===== src/hw/bcdr_regs.svh =====
// Register offsets, field positions, reset values and timing counts of the calendar clock.
`ifndef BCDR_REGS_SVH
`define BCDR_REGS_SVH
`define BCDR_OFS_RSVD 4'h0
`define BCDR_OFS_SEC 4'h1
`define BCDR_OFS_MIN 4'h2
`define BCDR_OFS_HOUR 4'h3
`define BCDR_OFS_WDAY 4'h4
`define BCDR_OFS_DATE 4'h5
`define BCDR_OFS_CMON 4'h6
`define BCDR_OFS_YEAR 4'h7
`define BCDR_OFS_TRIM 4'h8
`define BCDR_OFS_WDOG 4'h9
`define BCDR_OFS_AMON 4'ha
`define BCDR_OFS_ADATE 4'hb
`define BCDR_OFS_AHOUR 4'hc
`define BCDR_OFS_AMIN 4'hd
`define BCDR_OFS_ASEC 4'he
`define BCDR_OFS_FLAGS 4'hf
`define BCDR_BIT_HALT 7
`define BCDR_BIT_FMT12 7
`define BCDR_BIT_TRIM_SIGN 5
`define BCDR_BIT_AFE 7
`define BCDR_BIT_ABE 5
`define BCDR_BIT_WDFE 7
`define BCDR_BIT_RPT_A 7
`define BCDR_BIT_RPT_B 6
`define BCDR_RST_BYTE 8'h00
// Repeat codes written as {rpt6, rpt5, rpt4, rpt3, rpt2, rpt1}.
`define BCDR_RPT_SEC 6'h1f
`define BCDR_RPT_MIN 6'h1e
`define BCDR_RPT_HOUR 6'h1c
`define BCDR_RPT_DAY 6'h18
`define BCDR_RPT_WEEK 6'h38
`define BCDR_RPT_MONTH 6'h10
`define BCDR_RPT_YEAR 6'h00
// Time base: crystal edges per second and sub-second tick masks.
`define BCDR_XT_HZ 32768
`define BCDR_MASK_SIXTEENTH 16'h07ff
`define BCDR_MASK_QUARTER 16'h1fff
// Bus address of the slave; the value is arbitrary.
`define BCDR_SLAVE_ADDR 7'h2a
`endif


===== src/hw/bcdr_pkg.sv =====
// Types shared by the calendar clock: bus states and the display carrier.
package bcdr_pkg;
    typedef enum logic [2:0] {
        ST_IDLE = 3'b000,
        ST_ADDR = 3'b001,
        ST_ACK = 3'b010,
        ST_WRITE = 3'b011,
        ST_READ = 3'b100,
        ST_RACK = 3'b101
    } bus_state_t;
    typedef struct packed {
        logic [3:0] display_position_four;
        logic [3:0] dig3;
        logic [3:0] dig2;
        logic [3:0] display_position_one;
        logic pm_dot;
    } bcdr_disp_t;
endpackage


===== src/hw/bcdr_rtc.sv =====
// BCD calendar clock with alarm, watchdog, display selection and two-wire register access.
`timescale 1ns/1ps
`default_nettype none
`include "bcdr_regs.svh"
module bcdr_rtc #(
    parameter int XT_HZ = `BCDR_XT_HZ,
    parameter logic [6:0] SLAVE_ADDR = `BCDR_SLAVE_ADDR
) (
    // Clock and reset
    input wire logic MCLK,
    input wire logic RST,
    // Two-wire bus, open drain data
    input wire logic SCL_IN,
    input wire logic SDA_IN,
    output logic SDA_OUT,
    output logic SDA_OE,
    // Time base and system state
    input wire logic XT32K,
    input wire logic STANDBY,
    input wire logic ON_BATTERY,
    input wire logic IRQ_ACK,
    // Events
    output logic ALARM_IRQ,
    output logic WDOG_IRQ,
    output logic WAKE_REQ,
    // Display
    output var bcdr_pkg::bcdr_disp_t DISP
);
    logic [7:0] mem_r [0:15];
    logic [7:0] stage_r [0:15];
    logic [15:0] dirty_r;
    logic [3:0] ptr_r;

    // ****************************************
    // Synchronisers and time base
    // ****************************************
    logic xt_m_r, xt_s_r, xt_p_r;
    logic scl_m_r, scl_s_r, scl_p_r;
    logic sda_m_r, sda_s_r, sda_p_r;
    logic [15:0] div_r;
    logic sec_tick;
    logic xt_edge;

    always_ff @(posedge MCLK) begin
        if (RST) begin
            {xt_m_r, xt_s_r, xt_p_r} <= 3'h0;
            {scl_m_r, scl_s_r, scl_p_r} <= 3'h7;
            {sda_m_r, sda_s_r, sda_p_r} <= 3'h7;
        end else begin
            {xt_m_r, xt_s_r, xt_p_r} <= {XT32K, xt_m_r, xt_s_r};
            {scl_m_r, scl_s_r, scl_p_r} <= {SCL_IN, scl_m_r, scl_s_r};
            {sda_m_r, sda_s_r, sda_p_r} <= {SDA_IN, sda_m_r, sda_s_r};
        end
    end

    assign xt_edge = xt_s_r & ~xt_p_r;
    assign sec_tick = xt_edge && (div_r == 16'(XT_HZ - 1));

    // The sub-second ticks assume a power-of-two crystal rate.
    always_ff @(posedge MCLK) begin
        if (RST) begin
            div_r <= 16'h0000;
        end else if (sec_tick) begin
            div_r <= 16'h0000;
        end else if (xt_edge) begin
            div_r <= div_r + 16'h0001;
        end
    end

    // ****************************************
    // Two-wire bus slave
    // ****************************************
    bcdr_pkg::bus_state_t state_r;
    logic [7:0] sh_r, out_r;
    logic [3:0] cnt_r;
    logic rw_r, first_r, nack_r, oe_r;
    logic start_det, stop_det, scl_rise, scl_fall, wr_byte, commit_now;

    assign start_det = scl_s_r & scl_p_r & sda_p_r & ~sda_s_r;
    assign stop_det = scl_s_r & scl_p_r & ~sda_p_r & sda_s_r;
    assign scl_rise = scl_s_r & ~scl_p_r;
    assign scl_fall = ~scl_s_r & scl_p_r;
    assign wr_byte = scl_fall & ~start_det & ~stop_det & (state_r == bcdr_pkg::ST_WRITE)
                     & (cnt_r == 4'h8) & ~first_r;
    assign commit_now = stop_det & (dirty_r != 16'h0000);

    always_ff @(posedge MCLK) begin
        if (RST) begin
            state_r <= bcdr_pkg::ST_IDLE;
            sh_r <= 8'h00;
            out_r <= 8'h00;
            cnt_r <= 4'h0;
            ptr_r <= 4'h0;
            rw_r <= 1'b0;
            first_r <= 1'b0;
            nack_r <= 1'b0;
            oe_r <= 1'b0;
            dirty_r <= 16'h0000;
        end else if (start_det) begin
            // A new start drops whatever an unfinished write had staged.
            state_r <= bcdr_pkg::ST_ADDR;
            cnt_r <= 4'h0;
            oe_r <= 1'b0;
            dirty_r <= 16'h0000;
        end else if (stop_det) begin
            state_r <= bcdr_pkg::ST_IDLE;
            oe_r <= 1'b0;
            dirty_r <= 16'h0000;
        end else if (scl_rise) begin
            if (state_r == bcdr_pkg::ST_ADDR || state_r == bcdr_pkg::ST_WRITE) begin
                sh_r <= {sh_r[6:0], sda_s_r};
                cnt_r <= cnt_r + 4'h1;
            end
            if (state_r == bcdr_pkg::ST_RACK) begin
                nack_r <= sda_s_r;
            end
        end else if (scl_fall) begin
            unique case (state_r)
                bcdr_pkg::ST_IDLE: begin
                    oe_r <= 1'b0;
                end
                bcdr_pkg::ST_ADDR: begin
                    if (cnt_r == 4'h8) begin
                        if (sh_r[7:1] == SLAVE_ADDR) begin
                            oe_r <= 1'b1;
                            rw_r <= sh_r[0];
                            first_r <= ~sh_r[0];
                            state_r <= bcdr_pkg::ST_ACK;
                        end else begin
                            state_r <= bcdr_pkg::ST_IDLE;
                        end
                    end
                end
                bcdr_pkg::ST_WRITE: begin
                    if (cnt_r == 4'h8) begin
                        oe_r <= 1'b1;
                        state_r <= bcdr_pkg::ST_ACK;
                        first_r <= 1'b0;
                        if (first_r) begin
                            ptr_r <= sh_r[3:0];
                        end else begin
                            ptr_r <= ptr_r + 4'h1;
                            dirty_r[ptr_r] <= 1'b1;
                        end
                    end
                end
                bcdr_pkg::ST_ACK: begin
                    cnt_r <= 4'h0;
                    if (rw_r) begin
                        out_r <= mem_r[ptr_r];
                        oe_r <= ~mem_r[ptr_r][7];
                        ptr_r <= ptr_r + 4'h1;
                        cnt_r <= 4'h1;
                        state_r <= bcdr_pkg::ST_READ;
                    end else begin
                        oe_r <= 1'b0;
                        state_r <= bcdr_pkg::ST_WRITE;
                    end
                end
                bcdr_pkg::ST_READ: begin
                    if (cnt_r == 4'h8) begin
                        oe_r <= 1'b0;
                        state_r <= bcdr_pkg::ST_RACK;
                    end else begin
                        oe_r <= ~out_r[6];
                        out_r <= {out_r[6:0], 1'b0};
                        cnt_r <= cnt_r + 4'h1;
                    end
                end
                bcdr_pkg::ST_RACK: begin
                    if (nack_r) begin
                        state_r <= bcdr_pkg::ST_IDLE;
                    end else begin
                        out_r <= mem_r[ptr_r];
                        oe_r <= ~mem_r[ptr_r][7];
                        ptr_r <= ptr_r + 4'h1;
                        cnt_r <= 4'h1;
                        state_r <= bcdr_pkg::ST_READ;
                    end
                end
            endcase
        end
    end

    always_ff @(posedge MCLK) begin
        if (wr_byte) begin
            stage_r[ptr_r] <= sh_r;
        end
    end

    always_ff @(posedge MCLK) begin
        if (RST) begin
            SDA_OUT <= 1'b0;
            SDA_OE <= 1'b0;
        end else begin
            SDA_OUT <= 1'b0;
            SDA_OE <= oe_r;
        end
    end

    // ****************************************
    // Calendar arithmetic
    // ****************************************
    function automatic logic [7:0] bcd_step(input logic [7:0] v, input logic [7:0] last, input logic [7:0] first);
        if (v == last) begin
            bcd_step = first;
        end else if (v[3:0] == 4'h9) begin
            bcd_step = {v[7:4] + 4'h1, 4'h0};
        end else begin
            bcd_step = {v[7:4], v[3:0] + 4'h1};
        end
    endfunction

    function automatic logic is_leap(input logic [7:0] y, input logic [1:0] cb);
        logic by4;
        by4 = y[4] ? (y[3:0] == 4'h2 || y[3:0] == 4'h6)
                   : (y[3:0] == 4'h0 || y[3:0] == 4'h4 || y[3:0] == 4'h8);
        is_leap = (y == 8'h00) ? (cb == 2'b00) : by4;
    endfunction

    logic [7:0] sec, min, hr, dat, mon, yr, last_day;
    logic [7:0] nsec, nmin, nhr, ndat, nmon, nyr;
    logic [2:0] wday, nwday;
    logic [1:0] cb, ncb;
    logic c_s, c_m, c_h, c_d, c_mo, c_y, halt;

    always_comb begin
        sec = {1'b0, mem_r[`BCDR_OFS_SEC][6:0]};
        min = {1'b0, mem_r[`BCDR_OFS_MIN][6:0]};
        hr = {2'b00, mem_r[`BCDR_OFS_HOUR][5:0]};
        dat = {2'b00, mem_r[`BCDR_OFS_DATE][5:0]};
        mon = {3'b000, mem_r[`BCDR_OFS_CMON][4:0]};
        yr = mem_r[`BCDR_OFS_YEAR];
        wday = mem_r[`BCDR_OFS_WDAY][2:0];
        cb = mem_r[`BCDR_OFS_CMON][7:6];
        halt = mem_r[`BCDR_OFS_SEC][`BCDR_BIT_HALT];
        unique case (mon)
            8'h02: last_day = is_leap(yr, cb) ? 8'h29 : 8'h28;
            8'h04, 8'h06, 8'h09, 8'h11: last_day = 8'h30;
            default: last_day = 8'h31;
        endcase
        c_s = (sec == 8'h59);
        c_m = c_s && (min == 8'h59);
        c_h = c_m && (hr == 8'h23);
        c_d = c_h && (dat == last_day);
        c_mo = c_d && (mon == 8'h12);
        c_y = c_mo && (yr == 8'h99);
        nsec = bcd_step(sec, 8'h59, 8'h00);
        nmin = c_s ? bcd_step(min, 8'h59, 8'h00) : min;
        nhr = c_m ? bcd_step(hr, 8'h23, 8'h00) : hr;
        nwday = c_h ? ((wday == 3'h7) ? 3'h1 : wday + 3'h1) : wday;
        ndat = c_h ? bcd_step(dat, last_day, 8'h01) : dat;
        nmon = c_d ? bcd_step(mon, 8'h12, 8'h01) : mon;
        nyr = c_mo ? bcd_step(yr, 8'h99, 8'h00) : yr;
        ncb = c_y ? cb + 2'b01 : cb;
    end

    // ****************************************
    // Register file
    // ****************************************
    // A host write lands after the tick so that freshly set time is not advanced twice.
    always_ff @(posedge MCLK) begin
        if (RST) begin
            for (int i = 0; i < 16; i++) begin
                mem_r[i] <= `BCDR_RST_BYTE;
            end
        end else begin
            if (sec_tick && !halt) begin
                mem_r[`BCDR_OFS_SEC][6:0] <= nsec[6:0];
                mem_r[`BCDR_OFS_MIN][6:0] <= nmin[6:0];
                mem_r[`BCDR_OFS_HOUR][5:0] <= nhr[5:0];
                mem_r[`BCDR_OFS_WDAY][2:0] <= nwday;
                mem_r[`BCDR_OFS_DATE][5:0] <= ndat[5:0];
                mem_r[`BCDR_OFS_CMON] <= {ncb, mem_r[`BCDR_OFS_CMON][5], nmon[4:0]};
                mem_r[`BCDR_OFS_YEAR] <= nyr;
            end
            for (int i = 1; i < 16; i++) begin
                if (commit_now && dirty_r[i]) begin
                    mem_r[i] <= stage_r[i];
                end
            end
        end
    end

    // ****************************************
    // Alarm
    // ****************************************
    logic [5:0] rpt;
    logic m_s, m_mi, m_h, m_d, m_mo, m_w, match, abe, afe, alarm_hit;
    logic tick_d_r, alarm_flag_r;

    always_comb begin
        rpt = {mem_r[`BCDR_OFS_AHOUR][`BCDR_BIT_RPT_B], mem_r[`BCDR_OFS_ADATE][`BCDR_BIT_RPT_B],
               mem_r[`BCDR_OFS_ADATE][`BCDR_BIT_RPT_A], mem_r[`BCDR_OFS_AHOUR][`BCDR_BIT_RPT_A],
               mem_r[`BCDR_OFS_AMIN][`BCDR_BIT_RPT_A], mem_r[`BCDR_OFS_ASEC][`BCDR_BIT_RPT_A]};
        m_s = sec[6:0] == mem_r[`BCDR_OFS_ASEC][6:0];
        m_mi = min[6:0] == mem_r[`BCDR_OFS_AMIN][6:0];
        m_h = hr[5:0] == mem_r[`BCDR_OFS_AHOUR][5:0];
        m_d = dat[5:0] == mem_r[`BCDR_OFS_ADATE][5:0];
        m_mo = mon[4:0] == mem_r[`BCDR_OFS_AMON][4:0];
        m_w = wday == mem_r[`BCDR_OFS_FLAGS][6:4];
        case (rpt)
            `BCDR_RPT_SEC: match = 1'b1;
            `BCDR_RPT_MIN: match = m_s;
            `BCDR_RPT_HOUR: match = m_s & m_mi;
            `BCDR_RPT_DAY: match = m_s & m_mi & m_h;
            `BCDR_RPT_WEEK: match = m_s & m_mi & m_h & m_w;
            `BCDR_RPT_MONTH: match = m_s & m_mi & m_h & m_d;
            `BCDR_RPT_YEAR: match = m_s & m_mi & m_h & m_d & m_mo;
            default: match = 1'b1;
        endcase
        abe = mem_r[`BCDR_OFS_AMON][`BCDR_BIT_ABE];
        afe = mem_r[`BCDR_OFS_AMON][`BCDR_BIT_AFE];
        alarm_hit = tick_d_r & match & (~ON_BATTERY | abe);
    end

    always_ff @(posedge MCLK) begin
        if (RST) begin
            tick_d_r <= 1'b0;
            alarm_flag_r <= 1'b0;
            ALARM_IRQ <= 1'b0;
            WAKE_REQ <= 1'b0;
        end else begin
            tick_d_r <= sec_tick & ~halt;
            if (alarm_hit) begin
                alarm_flag_r <= 1'b1;
            end else if (IRQ_ACK) begin
                alarm_flag_r <= 1'b0;
            end
            ALARM_IRQ <= alarm_flag_r & afe;
            WAKE_REQ <= alarm_hit & STANDBY;
        end
    end

    // ****************************************
    // Watchdog
    // ****************************************
    logic [2:0] wd_res;
    logic [4:0] wd_cnt_r;
    logic [1:0] wd_sub_r;
    logic wd_tick, wd_flag_r;

    always_comb begin
        wd_res = {mem_r[`BCDR_OFS_WDOG][7], mem_r[`BCDR_OFS_WDOG][1:0]};
        unique case (wd_res)
            3'h0: wd_tick = xt_edge && ((div_r & `BCDR_MASK_SIXTEENTH) == `BCDR_MASK_SIXTEENTH);
            3'h1: wd_tick = xt_edge && ((div_r & `BCDR_MASK_QUARTER) == `BCDR_MASK_QUARTER);
            3'h3: wd_tick = sec_tick && (wd_sub_r == 2'h3);
            default: wd_tick = sec_tick;
        endcase
    end

    always_ff @(posedge MCLK) begin
        if (RST) begin
            wd_cnt_r <= 5'h00;
            wd_sub_r <= 2'h0;
            wd_flag_r <= 1'b0;
            WDOG_IRQ <= 1'b0;
        end else begin
            if (sec_tick) begin
                wd_sub_r <= wd_sub_r + 2'h1;
            end
            if (commit_now && dirty_r[`BCDR_OFS_WDOG]) begin
                wd_cnt_r <= stage_r[`BCDR_OFS_WDOG][6:2];
            end else if (wd_tick && wd_cnt_r != 5'h00) begin
                wd_cnt_r <= wd_cnt_r - 5'h01;
            end
            if (wd_tick && wd_cnt_r == 5'h01 && mem_r[`BCDR_OFS_FLAGS][`BCDR_BIT_WDFE]) begin
                wd_flag_r <= 1'b1;
            end else if (IRQ_ACK) begin
                wd_flag_r <= 1'b0;
            end
            WDOG_IRQ <= wd_flag_r;
        end
    end

    // ****************************************
    // Display selection
    // ****************************************
    logic [4:0] hbin, h12;
    logic [7:0] hshow, pair_hi, pair_lo;
    logic fmt12, pm;

    always_comb begin
        fmt12 = mem_r[`BCDR_OFS_TRIM][`BCDR_BIT_FMT12];
        hbin = 5'({hr[5:4], 3'b000}) + 5'({hr[5:4], 1'b0}) + 5'(hr[3:0]);
        pm = hbin >= 5'd12;
        if (hbin == 5'd0) begin
            h12 = 5'd12;
        end else if (hbin > 5'd12) begin
            h12 = hbin - 5'd12;
        end else begin
            h12 = hbin;
        end
        hshow = (h12 >= 5'd10) ? {4'h1, 4'(h12 - 5'd10)} : {4'h0, h12[3:0]};
        if (!fmt12) begin
            hshow = hr;
        end
        unique case (mem_r[`BCDR_OFS_HOUR][7:6])
            2'b00: {pair_hi, pair_lo} = {hshow, min};
            2'b01: {pair_hi, pair_lo} = {min, sec};
            2'b10: {pair_hi, pair_lo} = {dat, mon};
            2'b11: {pair_hi, pair_lo} = {mon, dat};
        endcase
    end

    always_ff @(posedge MCLK) begin
        if (RST) begin
            DISP <= '0;
        end else begin
            DISP.display_position_one <= pair_hi[7:4];
            DISP.dig2 <= pair_hi[3:0];
            DISP.dig3 <= pair_lo[7:4];
            DISP.display_position_four <= pair_lo[3:0];
            DISP.pm_dot <= fmt12 & pm & (mem_r[`BCDR_OFS_HOUR][7:6] == 2'b00);
        end
    end

    // ****************************************
    // Assertions
    // ****************************************
    property p_sec_wrap;
        @(posedge MCLK) disable iff (RST)
        sec_tick && !halt && !commit_now && c_h |=> sec == 8'h00 && min == 8'h00 && hr == 8'h00;
    endproperty
    a_sec_wrap: assert property (p_sec_wrap) else $error("seconds did not carry into minutes");

    property p_century;
        @(posedge MCLK) disable iff (RST)
        sec_tick && !halt && !commit_now && c_y |=> yr == 8'h00 && cb == $past(cb) + 2'b01;
    endproperty
    a_century: assert property (p_century) else $error("century bits did not advance");

    property p_feb_common;
        @(posedge MCLK) disable iff (RST)
        sec_tick && !halt && !commit_now && c_h && mon == 8'h02 && dat == 8'h28
        && (yr == 8'h01 || (yr == 8'h00 && cb != 2'b00))
        |=> dat == 8'h01 && mon == 8'h03;
    endproperty
    a_feb_common: assert property (p_feb_common) else $error("common year february did not end at 28");

    property p_feb_leap;
        @(posedge MCLK) disable iff (RST)
        sec_tick && !halt && !commit_now && c_h && mon == 8'h02 && dat == 8'h28 && yr == 8'h00 && cb == 2'b00
        |=> dat == 8'h29;
    endproperty
    a_feb_leap: assert property (p_feb_leap) else $error("leap year february ended at 28");

    property p_bad_code;
        @(posedge MCLK) disable iff (RST)
        tick_d_r && rpt == 6'h01 && (!ON_BATTERY || abe) |=> alarm_flag_r;
    endproperty
    a_bad_code: assert property (p_bad_code) else $error("undefined repeat code did not fire");

    property p_irq_gate;
        @(posedge MCLK) disable iff (RST)
        ALARM_IRQ |-> $past(afe) && $past(alarm_flag_r);
    endproperty
    a_irq_gate: assert property (p_irq_gate) else $error("alarm interrupt without flag and enable");

    property p_irq_ack;
        @(posedge MCLK) disable iff (RST)
        IRQ_ACK && !alarm_hit ##1 !alarm_hit |=> !ALARM_IRQ;
    endproperty
    a_irq_ack: assert property (p_irq_ack) else $error("alarm interrupt survived acknowledge");

    property p_wd_gate;
        @(posedge MCLK) disable iff (RST)
        $rose(wd_flag_r) |-> $past(mem_r[`BCDR_OFS_FLAGS][`BCDR_BIT_WDFE]);
    endproperty
    a_wd_gate: assert property (p_wd_gate) else $error("watchdog flag set while disabled");

    property p_ptr_step;
        @(posedge MCLK) disable iff (RST)
        wr_byte |=> ptr_r == $past(ptr_r) + 4'h1 && dirty_r[$past(ptr_r)];
    endproperty
    a_ptr_step: assert property (p_ptr_step) else $error("pointer did not step after a data byte");

    c_alarm_fire: cover property (@(posedge MCLK) disable iff (RST) $rose(ALARM_IRQ));
    c_year_wrap: cover property (@(posedge MCLK) disable iff (RST) sec_tick && !halt && c_y);
    c_read_byte: cover property (@(posedge MCLK) disable iff (RST) state_r == bcdr_pkg::ST_RACK);
    c_commit: cover property (@(posedge MCLK) disable iff (RST) commit_now);
endmodule // bcdr_rtc
`default_nettype wire


===== config.mk =====
export PLATFORM = sky130hd
export DESIGN_NAME = bcdr_rtc
export DESIGN_NICKNAME = d
export VERILOG_FILES = /design/src/hw/bcdr_pkg.sv /design/src/hw/bcdr_rtc.sv
export VERILOG_INCLUDE_DIRS = /design/src /design/src/hw
export SDC_FILE = /design/constraint.sdc
export NUM_CORES = 1
export LEC_CHECK = 0
export ABC_CLOCK_PERIOD_IN_PS = 4500
export BUFFER_PORTS_ARGS = -buffer_cell sky130_fd_sc_hd__buf_2
export CAP_MARGIN = 0
export CORE_MARGIN = 4
export CORE_UTILIZATION = 55
export CTS_BUF_LIST = sky130_fd_sc_hd__clkbuf_8
export CTS_CLUSTER_DIAMETER = 200
export DETAILED_ROUTE_END_ITERATION = 16
export PLACE_DENSITY = 0.82
export SETUP_SLACK_MARGIN = 0.4
export SLEW_MARGIN = 10
export SYNTH_ARGS = -nofsm -noshare
export SYNTH_HDL_FRONTEND = slang
export SYNTH_SLANG_ARGS = --single-unit

===== constraint.sdc =====
create_clock -name MCLK -period 4.5 [get_ports MCLK]
set_input_delay 0.225 -clock MCLK [delete_from_list [all_inputs] [get_ports MCLK]]
set_output_delay 0.225 -clock MCLK [all_outputs]
set_load 0.1 [all_outputs]

-- Word-level counts from Yosys, hierarchy flattened
Memory sizes are Yosys's and may differ from the RTL's. A register that Yosys moved wholly into a read port is not among the register bits.
Index checks and enable logic that the tools add are counted.
- bits in writable memories: 256
- memories kept: 2
- flip-flop bits (word level): 102
- memories (name ; words ; bits a word ; read ports ; clocked after Yosys merged registers in ; wr ports ; RTL line ; source):
    mem_r ; 16 ; 8 ; 16 ; 1 ; 16 ; bcdr_rtc.sv:29 ; logic [7:0] mem_r [0:15];
    stage_r ; 16 ; 8 ; 15 ; 0 ; 1 ; bcdr_rtc.sv:30 ; logic [7:0] stage_r [0:15];
- bitwise operators: 69
- add/subtract/negate cells: 23
- muxes and demuxes: 158
- equal/unequal tests: 64
- order comparisons: 5
- reductions and logical operators: 70
- operators with widths (cell ; number):
    8-bit two-way mux ; 15
    7-bit two-way mux ; 12
    1-bit two-way mux ; 75
    6-bit two-way mux ; 11
    8-bit case mux with 4 select lines ; 2
    5-bit two-way mux ; 9
    4-bit two-way mux ; 11
    4-bit by 1-bit adder with 4-bit output, second input constant ; 9
    4-bit == test, second input constant ; 8
    1-bit logical AND ; 29
    1-bit bitwise OR ; 28
    3-bit two-way mux ; 9
    1-bit bitwise AND ; 26
    6-bit by 5-bit == test with 1-bit output, second input constant ; 4
    4-bit case mux with 3 select lines ; 2
    6-bit AND reduction ; 4
    8-bit AND reduction ; 3
    7-bit case mux with 3 select lines ; 1
    16-bit by 1-bit adder with 16-bit output, second input constant ; 1
    16-bit by 15-bit == test with 1-bit output, second input constant ; 1
    16-bit bitwise OR ; 1
    16-bit nonzero test ; 1
    3-bit case mux with 5 select lines ; 1
    7-bit == test ; 2
    other kinds (65) ; 124

-- Longest topological paths before layout
An unclocked memory read counts as a cell.
- depth in word-level cells: 15
- depth in mapped cells: 16

-- Worst setup path before layout
No wires, ideal clock.
- path type: flip-flop to flip-flop
- from: memory mem_r[3][2]
- to: register DISP[7] in the netlist's numbering
- arrival: 3.246 ns
- setup slack: 1.194 ns
- setup time: 0.060 ns
- period minus slack after synthesis: 3.306 ns
- cell stages (with the launch flop): 16
- data required time: 4.440 ns
- cells stage by stage: edfxtp_1 -> clkbuf_1 -> inv_1 -> fa_1 -> xor2_1 -> inv_1 -> ha_1 -> nor3b_1 -> o2bb2ai_1 -> o21ai_0 -> o21ai_0 -> ha_1 -> or2_2 -> a221o_1 -> o41a_1 -> nand2_1
- RTL lines (element ; RTL line ; source):
    start: declaration ; bcdr_rtc.sv:29 ;
    end: declaration ; bcdr_rtc.sv:27 ; output var bcdr_pkg::bcdr_disp_t DISP

==> summary.txt <==
Power
  • Power per cell area: 366 nW/um^2
  • LEAKAGE: 6.42 nW
  • Net Sw Frac: 24.0%
  • Cell Int Power: 4.99 mW
  • Pwr Total: 6.57 mW
  • Sequential Power Share: 53.8%
  • Comb power frac: 6.5%
  • Psw: 1.58 mW
  • Clk network pwr share: 39.7%
  • Worst VDD drop: 0.000213 V

Synth
  • Post-Syn Instances: 1418
  • Xor-xnor portion of the synthesized cell area: 3.68%
  • Most used DFF post-synth: edfxtp_1
  • Post-synthesis mux area share: 7.77%
  • Largest area contributor in the netlist: edfxtp_1
  • Number of synthesized register bits: 344
  • Synth Area in Compound Gates: 8.16%
  • Mean post-synth cell area: 11.6 sq um
  • Total number of yosys warnings: 0
  • Seq/Total Area, Yosys: 56.6%
  • Synth unique cells: 80
  • Largest family of logic cells by synthesized area: simple AND/OR/NAND/NOR gates
  • FFs w/ async S/R, synth: 0%
  • Synth area leaders: edfxtp_1 (44%), dfxtp_1 (13%), mux4_2 (5.2%), nand2_1 (2.9%), ha_1 (2.9%)
  • Synth Cell Area: 16400 sq um
  • Share of the synthesized area in the top cell type: 43.9%
  • Simple-Gate Fraction of Synth Area: 17.7%
  • Post-synth EDFFs: 240
  • Adder-Cell Fraction of Synth Area: 3.02%
  • Most frequent cell after synthesis: edfxtp_1
  • Synth cell count leaders: edfxtp_1 (240), nand2_1 (129), nor2_1 (112), dfxtp_1 (104), nor2b_1 (65)

Floorplan
  • Die Ht: 181 microns
  • I/O pin total: 30
  • DIE WIDTH: 181 microns
  • Cell row count: 62
  • Die footprint: 32700 sq um
  • Initial core utilization: 56.5%
  • Core Region: 29100 sq um

Setup path
  • CP Buf/Inv Count: 2
  • Worst path depth: 15
  • Slowest CP cell: edfxtp_1
  • Crit-path max FO: 9
  • CP cell instances: ha_1, inv_1, fa_1, xor2_1, inv_1, ha_1, nor3b_2, o2bb2ai_1, o21ai_0, o21ai_0, ha_1, or2_2, a221o_1, o41a_1, nand2_1
  • CP Capture Type: flip-flop
  • Cell family with most CP delay: adder cells
  • CP Class: reg -> reg
  • Most used cell along the critical path: ha_1
  • Crit path launch type: flip-flop
  • Worst path max stage delay: 0.52 ns
  • Worst Reg2Reg Path Length in Cells: 15
  • Critical Path AT: 4.20 ns
  • CP Data Required Time: 5.03 ns

Cells and area
  • Share of cells above drive strength 1: 13.4%
  • Final net count: 1487
  • Antenna Diode Count: 0
  • Final Util: 61.8%
  • Final standard cell area without fillers: 18000 sq um
  • Area Growth Syn to Fin: 9.43%

Clock tree
  • CTS Root Cell: clkbuf_8
  • CTS clock-pin slew for the worst setup and hold paths: 0.06 ns
  • Number of CTS-inserted buffers: 52
  • H-Tree Level Count: 2
  • CTS Buffer Depth: 3
  • Clock sink count: 344
  • Worst skew pair latency: 0.59 ns
  • CTS tree: done

Global routing
  • Total Routing Usage GR: 24.9%
  • Initial antenna violation count: 0
  • Largest net degree at the start of global routing: 62
  • Vias in the first global route: 11.2k
  • GRT overflow: 0
  • Global-route wire length before repair: 63900 microns

Timing
  • Tcrit/Tclk final: 81.7%
  • RSZ-0062 raised after global routing: false
  • Rel. slew slack: 20.5%
  • Pin slew with the least headroom to its limit: 1.18 ns
  • Skew final: 0.0199 ns
  • Hold Vio Cnt, Final: 0
  • Total negative setup slack: 0 ns
  • Period minus WS final: 3.68 ns
  • Fin. max-slew vios: 0
  • Setup violations, final: 0
  • Max Fclk: 272 MHz

Detailed routing
  • Drt first pass iters: 7
  • Post-DRT Antenna Nets: 0
  • # DRC: 0
  • Initial drt markers: 1289
  • Avg Vias per Cell: 6.22
  • WL/cell: 22.3 microns
  • Post-Route WL: 41700 microns
  • Vias: 11.6k

Outcome
  • Status: finished clean

Min path
  • Hold path cells: 2
  • Hold Crit Class: in -> reg

Placed design
  • IO Port Bufs: 26
  • Area post-placement: 16800 sq um
  • Post-DP HPWL: 28500 microns
  • Placer Congestion: 0.935

Run
  • Max-cap viol count: 0
## worst reg2reg max path, stage by stage, from the launching register on
cell and delay (ns):
edfxtp_1 0.52, ha_1 0.24, inv_1 0.06, fa_1 0.42
xor2_1 0.32, inv_1 0.16, ha_1 0.25, nor3b_2 0.19
o2bb2ai_1 0.17, o21ai_0 0.12, o21ai_0 0.14, ha_1 0.30
or2_2 0.29, a221o_1 0.26, o41a_1 0.11, nand2_1 0.07
## registers in the layout, indices dropped and copies added, names as in the netlist, 2 cells and up, named ones only
signal / count
DISP: 15
cnt_r: 4
dirty_r: 16
div_r: 16
mem_r: 120
out_r: 7
ptr_r: 4
sh_r: 8
stage_r: 120
state_r: 3
wd_cnt_r: 5
wd_sub_r: 2
## what timing repair did
action,CTS,global route
endpoints found under the hold margin,5,0
endpoints found under the setup margin,0,1
buffers inserted,0,5
hold buffers,5,0
gates resized for setup,0,1
## placed cells by master (no fill, tap or decap), drive strengths merged, types with 7 or more instances in the layout
cell type,n
xor2,36
nand3b,12
or2,13
edfxtp,240
dfxtp,104
a31oi,12
nor3,27
nor2,112
nand3,47
and2,29
buf,45
and3,26
mux4,38
a21oi,48
a211oi,15
clkinv,7
nor4,16
nor2b,65
clkbuf,61
mux2i,24
or4,7
o31ai,10
xnor2,33
or3b,7
nand2b,20
mux2,16
ha,38
o21ai,58
inv,67
nand2,129
nand4,13
a22o,10
nor3b,10
## stage by stage
stage / std cells / hold WS, ns / setup WS, ns
4_1_cts: 1862 / 0.153 / 0.778
2_1_floorplan: 1420 / 0.329 / 1.19
3_5_place_dp: 1760 / 0.399 / 0.783
6_report: 1867 / 0.169 / 0.823
3_3_place_gp: 1760 / 0.391 / 1.00
5_1_grt: 1867 / 0.174 / 0.459
## cell families after synthesis
logic type | count (synthesis)
other cells | 1
mux | 78
simple gates | 556
flops | 344
xor+xnor | 69
fa+ha+maj | 39
buf+inv | 126
compound gates | 205
## worst paths after layout
check,start,endpoint,slack [ns]
setup / recovery,mem_r[3][1]$_SDFFCE_PN0P_,DISP[7]$_SDFF_PP0_,0.82
hold / removal,RST,xt_m_r$_SDFF_PP0_,0.17
setup reg to reg,mem_r[3][1]$_SDFFCE_PN0P_,DISP[7]$_SDFF_PP0_,0.82
hold reg to reg,sda_m_r$_SDFF_PP1_,sda_s_r$_SDFF_PP1_,0.41
## area by class of cell
| cell class | count | area [sq um] |
|---|---|---|
| sequential | 344 | 9290 |
| multi-input combinational | 950 | 6640 |
| clock inverter | 36 | 239 |
| fill | 2198 | 11100 |
| inverter | 42 | 158 |
| tap | 384 | 480 |
| clock buffer | 61 | 840 |
| timing repair buffer | 50 | 325 |
## power groups by stage
stage,Combinational [mW],Sequential [mW],Clock [mW]
after floorplan,0.283,3.61,0
after global placement,0.402,3.59,0
after detailed placement,0.416,3.60,0
after CTS,0.422,3.53,2.63
after global routing,0.464,3.54,2.78
final,0.430,3.53,2.61
## routing by layer
metal / track usage, % / wire (microns) / share of wire, % / vias to the layer above
li1: - / - / - / 5215
met1: 32.5 / 15600 / 37 / 5556
met2: 39.9 / 19100 / 46 / 683
met3: 5.07 / 4550 / 11 / 161
met4: 12.6 / 2410 / 5.8 / 0
met5: 0 / 0 / 0 / -
(Power assumes the default switching activity.)
